**config.mk**
```make
export PLATFORM = sky130hd
export DESIGN_NAME = mpks_sequencer
export DESIGN_NICKNAME = d
export VERILOG_FILES = /design/src/pkg/mpks_pkg.sv /design/src/rtl/mpks_low_timer.sv /design/src/rtl/mpks_sequencer.sv
export SDC_FILE = /design/constraint.sdc
export NUM_CORES = 1
export LEC_CHECK = 0
export ABC_AREA = 1
export BUFFER_PORTS_ARGS = -buffer_cell sky130_fd_sc_hd__buf_2
export CAP_MARGIN = 20
export CORE_UTILIZATION = 50
export CTS_CLUSTER_SIZE = 12
export DETAILED_ROUTE_END_ITERATION = 10
export PLACE_DENSITY_LB_ADDON = 0.08
export SLEW_MARGIN = 30
export SYNTH_ARGS = -nofsm -noshare
export SYNTH_HDL_FRONTEND = slang
export SYNTH_SLANG_ARGS = --single-unit
```
**constraint.sdc**
```tcl
create_clock -name i_sys_clk -period 1.8 [get_ports i_sys_clk]
set_input_delay 0.36 -clock i_sys_clk [delete_from_list [all_inputs] [get_ports i_sys_clk]]
set_output_delay 0.36 -clock i_sys_clk [all_outputs]
set_load 0.01 [all_outputs]
```
**src/pkg/mpks_pkg.sv**
```systemverilog
// Package for the power key and reset sequencer: timing constants, states and the status struct.
package mpks_pkg;

  // ************************************************************
  // Clock and timing
  // ************************************************************
  localparam int unsigned CLK_HZ          = 40_000_000;  // System clock rate in hertz.
  localparam int unsigned PWR_ON_MS       = 2000;        // Least power key low time to turn on.
  localparam int unsigned PWR_OFF_MS      = 3100;        // Least power key low time to turn off.
  localparam int unsigned RST_LOW_MS      = 100;         // Least reset low time to reset.
  localparam int unsigned CYC_PER_MS      = CLK_HZ / 1000;
  localparam int unsigned PWR_ON_CYC_DEF  = PWR_ON_MS * CYC_PER_MS;
  localparam int unsigned PWR_OFF_CYC_DEF = PWR_OFF_MS * CYC_PER_MS;
  localparam int unsigned RST_LOW_CYC_DEF = RST_LOW_MS * CYC_PER_MS;
  localparam int unsigned RST_PULSE_CYC   = 16;          // Length of the internal reset pulse.
  localparam int unsigned CNT_W           = 28;          // Width of the low-time counters.

  // ************************************************************
  // Sequencer states
  // ************************************************************
  typedef enum logic [4:0] {
    ST_OFF   = 5'h01,  // Supply present, module off.
    ST_ON    = 5'h02,  // Module running.
    ST_SHUT  = 5'h04,  // Orderly shutdown in progress.
    ST_RESET = 5'h08,  // Hardware reset pulse in progress.
    ST_DOWN  = 5'h10   // Supply lost; waiting for supply.
  } mpks_state_t;

  // Status returned to the rest of the module.
  typedef struct packed {
    logic power_on;    // Core supplies enabled.
    logic core_rst;    // Core held in reset.
    logic shut_req;    // Ask firmware for orderly shutdown.
    logic auto_mode;   // Power key found tied low at supply-up.
  } mpks_status_t;

endpackage

```
**src/rtl/mpks_low_timer.sv**
```systemverilog
// Low-interval timer: measures how long a synchronised active-low input stays low.
`timescale 1ns/1ps
`default_nettype none
module mpks_low_timer
  import mpks_pkg::*;
(
  // Clock and reset.
  input  wire logic             i_sys_clk,
  input  wire logic             i_rst,
  // Synchronised input level, high while the pin is low.
  input  wire logic             i_low,
  // Target length in cycles.
  input  wire logic [CNT_W-1:0] i_target,
  // Outputs.
  output logic                  o_reached,  // Level, high once the low time reached the target.
  output logic                  o_hit       // One-cycle pulse on the cycle before the count reaches the target and o_reached rises.
);

  logic [CNT_W-1:0] cnt_ff;      // Cycles spent low so far.
  logic [CNT_W-1:0] nxt_cnt;     // Next counter value.
  wire              at_target = (cnt_ff >= i_target);

  // ************************************************************
  // Counter: restarts on release and saturates at the target.
  // ************************************************************
  assign nxt_cnt   = !i_low ? '0 : (at_target ? cnt_ff : cnt_ff + CNT_W'(1));
  assign o_reached = at_target;
  assign o_hit     = i_low && (cnt_ff == i_target - CNT_W'(1));

  // Counter register, cleared by reset.
  always_ff @(posedge i_sys_clk) begin
    if (i_rst) begin
      cnt_ff <= '0;
    end else begin
      cnt_ff <= nxt_cnt;
    end
  end

  // A release must clear the count on the next edge.
  property p_restart;
    @(posedge i_sys_clk) disable iff (i_rst) !i_low |=> (cnt_ff == '0);
  endproperty
  a_restart: assert property (p_restart) else $error("Low count not cleared on release.");

endmodule
`default_nettype wire

```
**src/rtl/mpks_sequencer.sv**
```systemverilog
// Power key and reset pin sequencer for a cellular module.
`timescale 1ns/1ps
`default_nettype none

module mpks_sequencer
  import mpks_pkg::*;
#(
  parameter int unsigned PWR_ON_CYC  = PWR_ON_CYC_DEF,   // Power-on hold in cycles.
  parameter int unsigned PWR_OFF_CYC = PWR_OFF_CYC_DEF,  // Power-off hold in cycles.
  parameter int unsigned RST_CYC     = RST_LOW_CYC_DEF   // Reset hold in cycles.
) (
  // Clock and reset.
  input  wire logic    i_sys_clk,
  input  wire logic    i_rst,
  // Control pins, active low, asynchronous.
  input  wire logic    i_power_key_n,
  input  wire logic    i_reset_n,
  // Supply monitor pin, high while supply is good, asynchronous.
  input  wire logic    i_supply_ok,
  // Firmware side, same clock, one-cycle pulses.
  input  wire logic    i_sw_shutdown,   // Software shutdown command.
  input  wire logic    i_sw_reset,      // Software reset command.
  input  wire logic    i_shut_done,     // Firmware finished orderly shutdown.
  // Status outputs.
  output var mpks_status_t o_status,
  output logic [4:0]   o_state
);

  // ************************************************************
  // Pin synchronisers
  // ************************************************************
  logic [2:0] sync1_ff;  // First stage; read only by the second stage.
  logic [2:0] sync2_ff;  // Second stage: {supply, reset_n, key_n}.

  // Two-flop synchroniser; pins reset to their idle levels except supply.
  always_ff @(posedge i_sys_clk) begin
    if (i_rst) begin
      sync1_ff <= 3'h3;
      sync2_ff <= 3'h3;
    end else begin
      sync1_ff <= {i_supply_ok, i_reset_n, i_power_key_n};
      sync2_ff <= sync1_ff;
    end
  end

  wire key_low   = !sync2_ff[0];  // Power key held low.
  wire rst_low   = !sync2_ff[1];  // Reset pin held low.
  wire supply_ok = sync2_ff[2];   // Supply present.

  // ************************************************************
  // Low-interval timers
  // ************************************************************
  wire key_on_reached;   // Key low for power-on time.
  wire key_off_reached;  // Key low for power-off time.
  wire rst_reached;      // Reset low for reset time.
  wire key_low_run;      // Key low while running; a power-on press counts towards shutdown only after ON is entered.
  logic key_armed_ff;    // Key held long enough while running; act on release.
  logic rst_armed_ff;    // Reset held long enough; act on release.

  mpks_low_timer u_key_on (
    .i_sys_clk (i_sys_clk),
    .i_rst     (i_rst),
    .i_low     (key_low),
    .i_target  (CNT_W'(PWR_ON_CYC)),
    .o_reached (key_on_reached),
    .o_hit     ()
  );

  mpks_low_timer u_key_off (
    .i_sys_clk (i_sys_clk),
    .i_rst     (i_rst),
    .i_low     (key_low_run),
    .i_target  (CNT_W'(PWR_OFF_CYC)),
    .o_reached (key_off_reached),
    .o_hit     ()
  );

  mpks_low_timer u_rst (
    .i_sys_clk (i_sys_clk),
    .i_rst     (i_rst),
    .i_low     (rst_low),
    .i_target  (CNT_W'(RST_CYC)),
    .o_reached (rst_reached),
    .o_hit     ()
  );

  // ************************************************************
  // State machine
  // ************************************************************
  mpks_state_t state_ff;      // Current state.
  mpks_state_t nxt_state;     // Next state.
  logic        auto_ff;       // Key tied low at supply-up.
  logic        nxt_auto;      // Next auto flag.
  logic [4:0]  pulse_ff;      // Reset pulse counter.
  logic        first_ff;      // First cycle after supply returns.
  logic        nxt_key_armed; // Next key arm.
  logic        nxt_rst_armed; // Next reset arm.

  wire pulse_done = (pulse_ff == 5'(RST_PULSE_CYC - 1));

  // The shutdown hold is measured only while running, so the part of a power-on press before ON does not count towards it.
  assign key_low_run = key_low && (state_ff == ST_ON);

  // Arm on the hold time; the action follows the release.
  assign nxt_key_armed = (state_ff == ST_ON) && !auto_ff && (key_armed_ff || (key_low && key_off_reached));
  assign nxt_rst_armed = (state_ff == ST_ON) && (rst_armed_ff || (rst_low && rst_reached));

  // Next-state logic; supply loss wins over every other event.
  always_comb begin
    nxt_state = state_ff;
    nxt_auto  = auto_ff;
    if (!supply_ok) begin
      nxt_state = ST_DOWN;
      nxt_auto  = 1'b0;
    end else begin
      case (state_ff)
        ST_DOWN: begin
          nxt_state = ST_OFF;
          // A key already low as supply appears is taken as tied low.
          nxt_auto  = key_low;
        end
        ST_OFF: begin
          // A key that falls after supply is seen must be held the full time.
          if (auto_ff) begin
            nxt_state = ST_ON;
          end else if (key_low && key_on_reached) begin
            nxt_state = ST_ON;
          end
        end
        ST_ON: begin
          if (key_armed_ff && !key_low) begin
            nxt_state = ST_SHUT;
          end else if ((rst_armed_ff && !rst_low) || i_sw_reset) begin
            nxt_state = ST_RESET;
          end else if (i_sw_shutdown && !auto_ff) begin
            nxt_state = ST_SHUT;
          end
        end
        ST_SHUT: begin
          if (i_shut_done) begin
            nxt_state = ST_OFF;
          end
        end
        ST_RESET: begin
          if (pulse_done) begin
            nxt_state = ST_ON;
          end
        end
        default: begin
          nxt_state = ST_DOWN;
        end
      endcase
    end
  end

  // State and flag registers.
  always_ff @(posedge i_sys_clk) begin
    if (i_rst) begin
      state_ff     <= ST_DOWN;
      auto_ff      <= 1'b0;
      first_ff     <= 1'b0;
      key_armed_ff <= 1'b0;
      rst_armed_ff <= 1'b0;
    end else begin
      state_ff     <= nxt_state;
      auto_ff      <= nxt_auto;
      first_ff     <= (state_ff == ST_DOWN) && supply_ok;
      key_armed_ff <= nxt_key_armed;
      rst_armed_ff <= nxt_rst_armed;
    end
  end

  // Reset pulse length counter.
  always_ff @(posedge i_sys_clk) begin
    if (i_rst || state_ff != ST_RESET) begin
      pulse_ff <= '0;
    end else begin
      pulse_ff <= pulse_ff + 5'h01;
    end
  end

  // ************************************************************
  // Outputs, decoded from the state and auto flip-flops
  // ************************************************************
  assign o_status.power_on  = state_ff[1] | state_ff[2] | state_ff[3];
  assign o_status.core_rst  = !state_ff[1] && !state_ff[2];
  assign o_status.shut_req  = state_ff[2];
  assign o_status.auto_mode = auto_ff;
  assign o_state            = state_ff;

  // ************************************************************
  // Assertions
  // ************************************************************
  property p_on_hold;
    @(posedge i_sys_clk) disable iff (i_rst)
      (state_ff == ST_OFF) && $past(state_ff) == ST_OFF && supply_ok && !auto_ff && !first_ff
      && !key_on_reached |=> (state_ff != ST_ON);
  endproperty
  a_on_hold: assert property (p_on_hold) else $error("Powered on before key hold time.");

  property p_shut_release;
    @(posedge i_sys_clk) disable iff (i_rst)
      (state_ff == ST_ON) && $past(state_ff) == ST_ON && (nxt_state == ST_SHUT) && !i_sw_shutdown
      |-> key_armed_ff && !key_low;
  endproperty
  a_shut_release: assert property (p_shut_release) else $error("Shutdown without held key.");

  property p_reset_pulse;
    @(posedge i_sys_clk) disable iff (i_rst)
      $rose(state_ff == ST_RESET) && supply_ok |-> o_status.core_rst [*8];
  endproperty
  a_reset_pulse: assert property (p_reset_pulse) else $error("Reset pulse too short.");

  property p_auto_no_sw;
    @(posedge i_sys_clk) disable iff (i_rst)
      (state_ff == ST_ON) && auto_ff && supply_ok && !i_sw_reset && !(rst_armed_ff && !rst_low)
      |=> (state_ff == ST_ON);
  endproperty
  a_auto_no_sw: assert property (p_auto_no_sw) else $error("Auto mode left running state.");

  property p_supply_loss;
    @(posedge i_sys_clk) disable iff (i_rst)
      !supply_ok |=> (state_ff == ST_DOWN) && !o_status.power_on;
  endproperty
  a_supply_loss: assert property (p_supply_loss) else $error("No abrupt shutdown on supply loss.");

  property p_auto_on;
    @(posedge i_sys_clk) disable iff (i_rst)
      (state_ff == ST_OFF) && auto_ff && supply_ok |=> (state_ff == ST_ON);
  endproperty
  a_auto_on: assert property (p_auto_on) else $error("Auto power-on missing.");

  property p_sw_reset;
    @(posedge i_sys_clk) disable iff (i_rst)
      (state_ff == ST_ON) && i_sw_reset && supply_ok && !(key_armed_ff && !key_low) |=> (state_ff == ST_RESET);
  endproperty
  a_sw_reset: assert property (p_sw_reset) else $error("Software reset ignored.");

  property p_rst_arm;
    @(posedge i_sys_clk) disable iff (i_rst)
      (state_ff == ST_ON) && !rst_low && !rst_armed_ff |=> !rst_armed_ff;
  endproperty
  a_rst_arm: assert property (p_rst_arm) else $error("Reset armed without hold.");

  c_power_on: cover property (@(posedge i_sys_clk) disable iff (i_rst) $rose(state_ff == ST_ON));
  c_shutdown: cover property (@(posedge i_sys_clk) disable iff (i_rst) $rose(state_ff == ST_SHUT));
  c_reset:    cover property (@(posedge i_sys_clk) disable iff (i_rst) $rose(state_ff == ST_RESET));
  c_supply:   cover property (@(posedge i_sys_clk) disable iff (i_rst) $fell(supply_ok));

endmodule
`default_nettype wire

```
[After elaboration in Yosys (flattened, before gate mapping)]
Cells that the tools add are included.
Word-level totals
  bits in registers: 103
  input bits: 8
  logic and storage cells: 65
Cells by class
  reductions and logical operators: 25
  equal/unequal tests: 11
  muxes and demuxes: 8
  bitwise operators: 4
  magnitude comparators: 3
  add/sub/neg operators: 4
Operators by type and width (number)
  $add A28 B1 Y28 const B: 3
  $ge A28 B27 Y1 const B: 2
  $mux W5: 7
  $ge A28 B22 Y1 const B: 1
  $pmux W5 S5: 1
  $logic_and A1 B1 Y1: 11
  $eq A5 B4 Y1 const B: 2
  $reduce_or A2 Y1: 4
  $add A5 B1 Y5 const B: 1
  $eq A5 B1 Y1 const B: 1
  $eq A5 B2 Y1 const B: 1
  $eq A5 B3 Y1 const B: 1
  $eq A5 B5 Y1 const B: 1
  $logic_not A1 Y1: 5
  $ne A5 B4 Y1 const B: 1
  $logic_or A1 B1 Y1: 4
  $ne A2 B2 Y1 const B: 2
  $ne A4 B1 Y1 const B: 1
  $reduce_and A4 Y1: 1
  $ne A3 B3 Y1 const B: 1
  $not A1 Y1: 2
  $or A1 B1 Y1: 2

[Depth between registers and ports, before layout]
Gate-level depths: netlist of the first run.
  depth after elaboration: 6
  gate-level depth with buffers: 14
  gate-level depth less buffers: 12

[By module]
From an unflattened synthesis of the first run, not the netlist that was laid out.
Second synthesis, totals
  cells, all modules: 1968
  area total of the unflattened synthesis: 11713.7 um^2
By module, submodules not included
  mpks_low_timer (u_key_on ...): times used 2, cells each 616, area an instance 3597.2 um^2, sequential area each 560.5 um^2
  mpks_low_timer (u_key_off): times used 1, cells each 617, area an instance 3638.5 um^2, sequential area each 560.5 um^2
  mpks_sequencer: times used 1, cells each 119, area an instance 880.8 um^2, sequential area each 380.4 um^2

[Worst setup path before layout of the first run]
OpenSTA, ideal clock, no wires.
  kind: register to register
  from: register state_ff[1] (netlist: o_state[1])
  to: register u_key_off.cnt_ff[13]
  required time: 1.738 ns
  data arrival time: 1.398 ns
  cell stages (with the launch flop): 11
  setup slack: 0.340 ns
  clock period less this slack: 1.460 ns
  path through: dfxtp_1 > inv_1 > nor4_4 > inv_2 > nor2_2 > inv_2 > nor2_4 > buf_6 > buf_12 > nand2_1 > nor2_2
Between the ends
  word-level cells in the longest chain between the ends: 4
RTL lines
  from (decl): RTL line mpks_sequencer.sv:90  | mpks_state_t state_ff;
  from (signal assigned): RTL line mpks_sequencer.sv:165  | state_ff <= nxt_state;
  $eq A5 B2 Y1: RTL line mpks_sequencer.sv:102  | assign key_low_run = key_low && (state_ff == ST_ON);
  $logic_and A1 B1 Y1: RTL line mpks_sequencer.sv:102
  $not A1 Y1 (no source line)
  $reduce_or A2 Y1 (no source line)
  to (signal assigned): RTL line mpks_low_timer.sv:35  | cnt_ff <= nxt_cnt;
  to (decl): RTL line mpks_low_timer.sv:19  | logic [CNT_W-1:0] cnt_ff;
No other way between the ends.
A chain may end at the register's enable or synchronous reset.

[Final worst setup path of the first run]
  from: register u_key_on.cnt_ff[24]
  to: register state_ff[1] (netlist: o_state[1])
Between the ends
  word-level cells in the longest chain between the ends: 4
RTL lines
  from (decl): RTL line mpks_low_timer.sv:19
  from (signal assigned): RTL line mpks_low_timer.sv:35
  $ge A28 B27 Y1: RTL line mpks_low_timer.sv:21  | wire at_target = (cnt_ff >= i_target);
  $logic_and A1 B1 Y1: RTL line mpks_sequencer.sv:126  | end else if (key_low && key_on_reached) begin
  $ne A3 B3 Y1 (no source line)
  $reduce_and A4 Y1 (no source line)
No other way between the ends.

==> qor.csv, run 1 <==
stage,metric,value,unit
yosys,ys async rst share,0,
global_route,first-pass GRT wire length,21500,µm
die,Initial Utilization,0.512,
cts,CTS H-tree lvls,3,
global_route,pin count of the biggest net entering global routing,27,
routing,routed len/inst,12.0,µm
setup_path,Critical Path Max Stage Delay,0.43,ns
routing,DR vias,5523,
setup_path,CP Capture Type,register,
worst_hold_path,Hold Path Stages,2,
timing,fin. max-slew vios,0,
setup_path,worst r2r src,u_key_on.cnt_ff[24]$_SDFFE_PP0P_,
routing,Via density,5.10,
setup_path,worst-path fanout max,9,
layout,fillers,1147,
pwr,Power per Cell Area,643,mW/mm²
placement,dpl cells,1062,
placement,placer congestion estimate,0.919,
placement,pre-CTS setup slack,0.0932,ns
timing,Final setup viols,0,
setup_path,CP Launch Type,register,
pwr,Gate power share,0.012,
run,max-cap violations,0,
pwr,peak supply drop,0.000654,V
timing,smallest hold slack,0.187,ns
timing,max_slew headroom,0.755,
pwr,Pleak,0.00249,µW
yosys,"EDFF count, synth",0,
placement,HPWL after DPL,9750,µm
layout,fin cells,1082,
layout,area grow syn2layout,11.6,%
worst_hold_path,hold_sp,i_reset_n,
global_route,gr usage total,0.223,
routing,remaining antenna violation count after routing,0,
timing,crit path time final,1.69,ns
yosys,Syn Nets,916,
routing,drt initial violations,331,
placement,port bufs,16,
setup_path,Reg2Reg Depth,10,
cts,Clock Latency Late Sink,0.35,ns
cts,clock slew at the register clock pins of the worst setup and hold paths,0.07,ns
yosys,Netlist cell types,39,
pwr,total power,4190,µW
setup_path,R2R Setup Slk,0.11,ns
pwr,Sw Share,0.222,
yosys,Syn Area/Cell,6.49,µm²
timing,period utilization,0.937,
layout,layout cell share with drive strength beyond 1,0.128,
worst_hold_path,Hold/Removal Path Class,in -> reg,
global_route,antenna violations before repair,0,
setup_path,arrival time worst endpoint,1.93,ns
layout,Reg area,0.00207,mm²
cts,Longest Clk Path Bufs,2,
pwr,Clk network pwr share,0.441,
die,row count,39,
cts,clock sinks,103,
yosys,Synth Cell Area,0.00584,mm²
cts,Inserted Clock Buffers,9,
status,status,"finished, final reports clean",
die,core box area,0.0114,mm²
yosys,"FF+latch count, synth",103,
die,DIE AREA,0.0121,mm²
yosys,Cells after Synth,900,
setup_path,"slowest stage cell, crit path",dfxtp_1,
timing,Setup WS post-layout,0.114,ns
setup_path,crit-path cells,inv_1 > nand2_1 > nor2_1 > a21oi_2 > nand3_4 > buf_4 > nand2_1 > nand2_2 > a21oi_1 > nor2_1,
cts,CTS Hold Bufs,0,
cts,CTS tree,done,
die,Die Height,110,µm
layout,Antenna diodes,0,
pwr,Flop pwr share,0.546,
setup_path,RR Endpoint,o_state[1]$_SDFFE_PP0P_,
timing,measured slew at the worst slew-check pin,0.363,ns
layout,nets@finish,950,
routing,drt drc,0,
pwr,Psw,930,µW
die,number of placed I/O pins,17,
setup_path,CP Class,reg -> reg,
yosys,YS warnings,0,
layout,area of the multi-input gates,0.00323,mm²
timing,Worst Skew,0.00978,ns
global_route,Congestion Overflow GR,0,
routing,DRT Wirelength,13000,µm
worst_hold_path,WHS Endpoint,sync1_ff[1]$_SDFF_PP1_,
die,die width,110,µm
cts,root buffer cell,clkbuf_16,
yosys,sequential fraction of the synthesis area,0.353,
routing,1st-pass router iterations,5,
setup_path,Worst EP required,2.04,ns
global_route,vias in the first global route,4888,
yosys,ys flop type,dfxtp_1,
pwr,internal power,3260,µW
timing,fmax,0.593,GHz
timing,Final Hold Viols,0,
timing,setup_tns,0,ns
synth_stat cells, types with 2 or more instances:
cell type | n | area share
nand3_2 | 2 | 0.0034
nor4_4 | 2 | 0.0073
inv_1 | 105 | 0.067
xnor2_1 | 10 | 0.015
o21ai_1 | 2 | 0.0017
nor2_1 | 125 | 0.080
nand2_1 | 257 | 0.17
nand3b_1 | 3 | 0.0039
o21ai_0 | 20 | 0.017
nand3_1 | 48 | 0.041
or2_2 | 4 | 0.0043
buf_4 | 8 | 0.010
inv_2 | 12 | 0.0077
o21a_1 | 3 | 0.0039
ha_1 | 8 | 0.017
a21oi_1 | 66 | 0.057
clkinv_1 | 2 | 0.0013
nand4_1 | 19 | 0.020
nor4_1 | 6 | 0.0064
nand2_2 | 4 | 0.0043
xor2_1 | 21 | 0.031
nor3_1 | 32 | 0.027
dfxtp_1 | 103 | 0.35
clkbuf_1 | 3 | 0.0019
buf_6 | 3 | 0.0058
nor3_2 | 4 | 0.0069
nor2_2 | 10 | 0.011
a31oi_1 | 2 | 0.0021
nor3b_1 | 2 | 0.0026
buf_2 | 5 | 0.0043
layout by cell type, fill, tap and decap left out, types with 3 or more instances in the layout:
master / n
o21ai_0: 20
nand3b_1: 3
nand3_1: 47
nand2_1: 256
inv_2: 12
nand4_1: 19
nor2_2: 12
nand2_2: 5
nor3_1: 29
buf_4: 26
buf_2: 16
ha_1: 7
nor3_4: 4
inv_6: 3
or2_2: 4
dfxtp_1: 95
clkbuf_16: 9
nor2_1: 121
xor2_1: 21
a21oi_1: 66
xnor2_1: 10
inv_1: 105
nand3_2: 3
nor3_2: 4
dfxtp_2: 8
nor4_1: 6
nor2_4: 3
o21a_1: 3
repair_timing:
action	CTS	global route
setup buffers	0	4
gates resized for setup	0	23
setup endpoints to repair	0	33
kinds of logic (layout without fill, tap and decap cells):
group           after synthesis  in the layout  share of synthesized area
fa+ha+maj                     8              8                     0.0171
flops                       103            103                      0.353
xor+xnor                     31             31                     0.0465
simple gates                523            523                      0.395
compound gates               95             95                     0.0842
buf+inv                     140            179                      0.104
power by group through the flow:
stage	logic, µW	registers (µW)	clock network (µW)
3_3_place_gp	50.0	2350	0
3_5_place_dp	51.5	2350	0
6_report	50.8	2290	1850
4_1_cts	51.8	2290	1920
2_1_floorplan	34.5	2340	0
5_1_grt	58.2	2290	2010
through the flow:
stage,utilization,cell area [µm²]
global route,0.571,6520
floorplan,-,5840
CTS,0.562,6420
global placement,0.538,6140
finish,0.571,6520
detailed placement,0.538,6140
cell type report:
class / instances / area share
Clock inverter: 6 / 0.00729
Clock buffer: 10 / 0.0351
Inverter: 119 / 0.0685
Tap cell: 143 / 0.0274
Sequential cell: 103 / 0.318
Multi-Input combinational cell: 657 / 0.496
Timing Repair Buffer: 44 / 0.0483
layer usage:
metal,vias to the layer above,wire [µm],global-route usage
met4,0,157,0.0677
met2,109,6120,0.380
met3,13,534,0.0464
met1,2489,6220,0.282
met5,-,0,0
li1,2912,-,-
worst max-delay path by stage:
stage                                           start                           endpoint  slack (ns)  cells after the start
floorplan                     o_state[1]$_SDFFE_PP0P_  u_key_off.cnt_ff[13]$_SDFFE_PP0N_        0.34                     10
global placement     u_key_on.cnt_ff[23]$_SDFFE_PP0P_            o_state[0]$_SDFFE_PP0P_        0.13                     12
detailed placement  u_key_off.cnt_ff[13]$_SDFFE_PP0N_  u_key_off.cnt_ff[10]$_SDFFE_PP0N_        0.09                      9
CTS                 u_key_off.cnt_ff[16]$_SDFFE_PP0N_  u_key_off.cnt_ff[10]$_SDFFE_PP0N_        0.08                     10
global route         u_key_on.cnt_ff[24]$_SDFFE_PP0P_            o_state[2]$_SDFFE_PP0P_       -0.02                     10
finish               u_key_on.cnt_ff[24]$_SDFFE_PP0P_            o_state[1]$_SDFFE_PP0P_        0.11                     10
state kept, by name, indices dropped and copies added (netlist names):
register,count
rst_armed_ff,1
o_state,5
auto_ff,1
sync2_ff,3
pulse_ff,5
u_key_on.cnt_ff,28
key_armed_ff,1
u_rst.cnt_ff,28
sync1_ff,3
u_key_off.cnt_ff,28
critical path: cells and delay by family (launching register included):
| kind | cells | cell delay [ns] |
|---|---|---|
| DFF | 1 | 0.43 |
| and+or+nand+nor | 6 | 0.55 |
| buffers and inverters | 2 | 0.28 |
| AOI/OAI and AO/OA | 2 | 0.32 |
Power figures use the tool's default switching activity.
==> run 2, diff against run 1 <==
==> constraint.sdc (replaced) <==
create_clock -name i_sys_clk -period 1.37 [get_ports i_sys_clk]
set_input_delay 0.274 -clock i_sys_clk [delete_from_list [all_inputs] [get_ports i_sys_clk]]
set_output_delay 0.274 -clock i_sys_clk [all_outputs]
set_load 0.01 [all_outputs]
==> qor.csv, run 2 (synthesized netlist as in run 1, its figures left out) <==
stage,metric,value,unit
status,status,"finished, violations left",
status,failing checks,setup timing,
die,core box area,0.0114,mm²
timing,crit path time final,1.75,ns
global_route,first-pass GRT wire length,27800,µm
setup_path,Top delay family on crit path,simple AND/OR/NAND/NOR gates,
placement,placer congestion estimate,0.969,
routing,routed len/inst,16.8,µm
timing,Final Hold Viols,0,
routing,DRT Wirelength,21500,µm
timing,fmax,0.571,GHz
setup_path,worst-path fanout max,5,
timing,Final setup viols,85,
layout,"commonest cells after routing, fill and taps aside","171 x buf_4, 163 x nand2_1, 83 x nor2_1",
timing,Worst Skew,0.00970,ns
setup_path,WP buf/inv,3,
die,row count,39,
setup_path,Worst EP required,1.65,ns
setup_path,"slowest stage cell, crit path",dfxtp_2,
die,Initial Utilization,0.512,
cts,Clock Latency Late Sink,0.36,ns
global_route,Congestion Overflow GR,0,
setup_path,Critical Path Max Stage Delay,0.34,ns
global_route,vias in the first global route,6227,
routing,remaining antenna violation count after routing,0,
cts,Inserted Clock Buffers,9,
timing,period utilization,1.28,
cts,Longest Clk Path Bufs,2,
pwr,total power,5850,µW
layout,Antenna diodes,0,
setup_path,CP Class,reg -> reg,
cts,CTS tree,done,
worst_hold_path,Hold/Removal Path Class,in -> reg,
layout,layout cell share with drive strength beyond 1,0.547,
timing,smallest hold slack,0.0986,ns
setup_path,arrival time worst endpoint,2.03,ns
layout,final instance area,0.00973,mm²
pwr,Pleak,0.00406,µW
setup_path,crit-path cells,nand2_2 > inv_2 > nand2_4 > nor2_4 > nor2_4 > nand2_4 > nor2_4 > buf_6 > clkbuf_16 > nand4_1 > nand2_1 > nand2_2 > nor2_1,
placement,dpl cell area,0.00729,mm²
cts,CTS H-tree lvls,3,
timing,fin. max-slew vios,0,
timing,setup_tns,-18.18,ns
layout,area grow syn2layout,66.4,%
routing,drt drc,0,
cts,CTS Hold Bufs,0,
routing,Via density,5.58,
setup_path,CP Launch Type,register,
layout,"most common cell after layout, fill and taps aside",buf_4,
setup_path,"Top cell by count, worst path",nor2_4,
die,number of placed I/O pins,17,
global_route,gr usage total,0.293,
routing,1st-pass router iterations,5,
timing,measured slew at the worst slew-check pin,0.450,ns
layout,nets@finish,1147,
die,Die Height,110,µm
cts,clock slew at the register clock pins of the worst setup and hold paths,0.08,ns
global_route,antenna violations before repair,0,
setup_path,CP Capture Type,register,
pwr,peak supply drop,0.000941,V
global_route,pin count of the biggest net entering global routing,27,
die,DIE AREA,0.0121,mm²
placement,port bufs,16,
timing,Setup WS post-layout,-0.382,ns
routing,drt initial violations,551,
run,max-cap violations,0,
cts,root buffer cell,clkbuf_16,
placement,HPWL after DPL,11300,µm
layout,largest registers,"u_key_off.cnt_ff: 28 flops, u_key_on.cnt_ff: 28 flops, u_rst.cnt_ff: 28 flops",
routing,DR vias,7132,
pwr,Power per Cell Area,602,mW/mm²
layout,post-route core utilization,0.852,
timing,max_slew headroom,0.698,
die,die width,110,µm
timing,RSZ-0062 raised after global routing,yes,
cts,clock sinks,103,
## run 2: per-layer routing
layer	up-vias	track usage	routed length, µm
li1	3324	-	-
met1	3414	0.352	8370
met2	298	0.529	11100
met3	96	0.0382	1140
met4	0	0.112	864
met5	-	0	0
## run 2: area by class of cell
class                           count  area (µm²)
Multi-Input combinational cell    657        4500
Sequential cell                   103        2160
Timing Repair Buffer              237        2060
Fill cell                         627        1690
Inverter                          119         474
Clock buffer                       10         239
Tap cell                          143         179
Clock inverter                      6        73.8
Timing Repair inverter              4        40.0
## run 2: path summary, 6_finish.rpt
kind         slack [ns]                              start  cells after the start                                end
max reg2reg       -0.38  u_key_off.cnt_ff[24]$_SDFFE_PP0N_                     13  u_key_off.cnt_ff[25]$_SDFFE_PP0N_
min                 0.1                          i_reset_n                      2             sync1_ff[1]$_SDFF_PP1_
min reg2reg        0.41             sync1_ff[0]$_SDFF_PP1_                      1             sync2_ff[0]$_SDFF_PP1_
max               -0.38  u_key_off.cnt_ff[24]$_SDFFE_PP0N_                     13  u_key_off.cnt_ff[25]$_SDFFE_PP0N_
## run 2: power by group
group	internal (µW)	switching, µW	total [µW]
logic	36.4	62.1	98.5
clock network	1500	1270	2770
registers	2980	7.72	2980
## run 2: per-stage QoR
stage          cells  setup slack [ns]
2_1_floorplan    900           -0.0373
3_3_place_gp    1208            -0.158
3_5_place_dp    1208            -0.287
4_1_cts         1258            -0.216
5_1_grt         1279            -0.477
6_report        1279            -0.382
## run 2: what timing repair did
action	CTS	global route
setup endpoints to repair	84	88
gates resized for setup	191	298
cloned	7	5
setup buffers	27	23
pin swaps	42	94
==> run 3, diff against run 2 <==
--- a/config.mk
+++ b/config.mk
@@ -8,11 +8,10 @@
 export ABC_AREA = 1
 export BUFFER_PORTS_ARGS = -buffer_cell sky130_fd_sc_hd__buf_2
 export CAP_MARGIN = 20
-export CORE_UTILIZATION = 50
+export CORE_UTILIZATION = 45
 export CTS_CLUSTER_SIZE = 12
 export DETAILED_ROUTE_END_ITERATION = 10
 export PLACE_DENSITY_LB_ADDON = 0.08
-export SLEW_MARGIN = 30
 export SYNTH_ARGS = -nofsm -noshare
 export SYNTH_HDL_FRONTEND = slang
 export SYNTH_SLANG_ARGS = --single-unit
==> qor.csv, run 3 (synthesized netlist as in run 1, its figures left out) <==
stage,metric,value,unit
cts,clock sinks,103,
layout,"commonest cells after routing, fill and taps aside","180 x buf_4, 155 x nand2_1, 85 x nor2_1",
setup_path,R2R Setup Slk,-0.35,ns
global_route,vias in the first global route,6328,
setup_path,CP Launch Type,register,
cts,CTS H-tree lvls,3,
pwr,Power per Cell Area,583,mW/mm²
pwr,peak supply drop,0.000578,V
run,max-cap violations,0,
pwr,Clk network pwr share,0.455,
worst_hold_path,hold_sp,i_reset_n,
layout,area grow syn2layout,66.4,%
timing,fin. max-slew vios,0,
global_route,Congestion Overflow GR,0,
setup_path,CP Class,reg -> reg,
worst_hold_path,WHS Endpoint,sync1_ff[1]$_SDFF_PP1_,
cts,root buffer cell,clkbuf_16,
cts,clock slew at the register clock pins of the worst setup and hold paths,0.07,ns
layout,fin cells,1322,
timing,setup_tns,-14.38,ns
status,status,"finished, violations left",
setup_path,worst r2r src,u_key_off.cnt_ff[1]$_SDFFE_PP0N_,
timing,Final setup viols,84,
cts,Clock Latency Late Sink,0.35,ns
timing,Worst Skew,0.00645,ns
placement,placer congestion estimate,0.898,
placement,port bufs,16,
layout,largest registers,"u_key_off.cnt_ff: 28 flops, u_key_on.cnt_ff: 28 flops, u_rst.cnt_ff: 28 flops",
global_route,antenna violations before repair,0,
pwr,Flop pwr share,0.527,
cts,CTS tree,done,
placement,HPWL after DPL,11600,µm
worst_hold_path,Hold/Removal Path Class,in -> reg,
setup_path,RR Endpoint,u_key_off.cnt_ff[12]$_SDFFE_PP0N_,
pwr,internal power,4370,µW
global_route,gr usage total,0.266,
pwr,Sw Share,0.229,
routing,DR vias,6808,
setup_path,CP Capture Type,register,
setup_path,Worst EP required,1.61,ns
timing,max_slew headroom,0.739,
layout,area of the multi-input gates,0.00435,mm²
global_route,pin count of the biggest net entering global routing,27,
timing,crit path time final,1.72,ns
pwr,Psw,1300,µW
routing,1st-pass router iterations,4,
pwr,Gate power share,0.018,
timing,Final Hold Viols,0,
layout,Antenna diodes,0,
setup_path,worst-path fanout max,5,
die,Initial Utilization,0.463,
die,number of placed I/O pins,17,
routing,remaining antenna violation count after routing,0,
layout,Reg area,0.00215,mm²
timing,measured slew at the worst slew-check pin,0.392,ns
routing,routed len/inst,14.7,µm
setup_path,Reg2Reg Depth,9,
worst_hold_path,Hold Path Stages,2,
die,Die Height,116,µm
cts,Longest Clk Path Bufs,2,
setup_path,arrival time worst endpoint,1.96,ns
layout,"most common cell after layout, fill and taps aside",buf_4,
status,failing checks,setup timing,
die,die width,116,µm
layout,layout cell share with drive strength beyond 1,0.553,
routing,Via density,5.15,
routing,drt drc,0,
die,row count,41,
die,core box area,0.0126,mm²
layout,nets@finish,1161,
routing,drt initial violations,343,
routing,DRT Wirelength,19500,µm
cts,Inserted Clock Buffers,9,
timing,Setup WS post-layout,-0.345,ns
global_route,first-pass GRT wire length,28600,µm
timing,fmax,0.583,GHz
timing,RSZ-0062 raised after global routing,yes,
placement,dpl cells,1243,
die,DIE AREA,0.0134,mm²
timing,period utilization,1.25,
pwr,Pleak,0.00406,µW
layout,post-route core utilization,0.771,
layout,fillers,897,
-- run 3: cell count changes in the layout (fill, tap and decap cells not counted), sizes merged --
cell | previous run | this run
buf | 234 | 249
inv | 125 | 120
clkinv | 3 | 6
clkinvlp | 0 | 2
bufinv | 1 | 0
-- run 3: timing repair --
action | CTS | global route
setup endpoints to repair | 81 | 85
endpoints found under the hold margin | 0 | 0
pin swaps | 61 | 88
resized for setup | 235 | 240
gates cloned | 7 | 3
hold buffers | 0 | 0
setup buffers | 24 | 34
-- run 3: worst max path at each step --
| stage | startpoint | endpoint | depth (start not counted) | slack, ns |
|---|---|---|---|---|
| floorplan | u_key_off.cnt_ff[2]$_SDFFE_PP0N_ | u_key_off.cnt_ff[13]$_SDFFE_PP0N_ | 9 | -0.04 |
| global placement | u_key_off.cnt_ff[21]$_SDFFE_PP0N_ | u_key_off.cnt_ff[0]$_SDFFE_PP0N_ | 9 | -0.19 |
| detailed placement | u_key_off.cnt_ff[21]$_SDFFE_PP0N_ | u_key_off.cnt_ff[0]$_SDFFE_PP0N_ | 9 | -0.28 |
| CTS | u_key_off.cnt_ff[21]$_SDFFE_PP0N_ | u_key_off.cnt_ff[25]$_SDFFE_PP0N_ | 12 | -0.19 |
| global route | u_key_off.cnt_ff[1]$_SDFFE_PP0N_ | u_key_off.cnt_ff[12]$_SDFFE_PP0N_ | 9 | -0.39 |
| finish | u_key_off.cnt_ff[1]$_SDFFE_PP0N_ | u_key_off.cnt_ff[12]$_SDFFE_PP0N_ | 9 | -0.35 |
-- run 3: stage by stage --
stage               instance area (µm²)  total power, µW  setup slack (ns)  hold slack (ns)
finish                             9720             5670            -0.345           0.0950
global route                       9720             5820            -0.389           0.0976
CTS                                8670             5710            -0.191           0.0915
detailed placement                 7350             3160            -0.277            0.400
global placement                   7350             3160            -0.195            0.394
floorplan                          5870             3120           -0.0373            0.378
-- run 3: power by group through the flow --
stage	logic, µW	registers (µW)	clock network, µW
finish	101	2990	2580
global route	111	2990	2720
detailed placement	81.2	3080	0
CTS	88.9	3010	2610
global placement	79.4	3080	0
floorplan	45.3	3080	0
-- run 3: critical path, cell delays in order (launching register included) --
cell and delay, ns:
dfxtp_2 0.36, ha_4 0.16, nand2_4 0.05, inv_2 0.06, nand2_4 0.06, buf_6 0.12, nor4_4 0.34, nand2_1 0.17
o21ai_1 0.22, a21oi_1 0.07
-- run 3: final cells by class --
type,count,share of cell area
multi-input combinational,657,0.447
timing repair buffer,251,0.225
sequential,103,0.221
inverter,119,0.0490
clock buffer,11,0.0260
tap,172,0.0221
timing repair inverter,4,0.00515
clock inverter,5,0.00425
-- run 3: per-layer routing --
layer  track usage  routed length [µm]
met5             0                   0
met4        0.0889                 573
met3        0.0314                 857
met2         0.469               10000
met1         0.335                8050
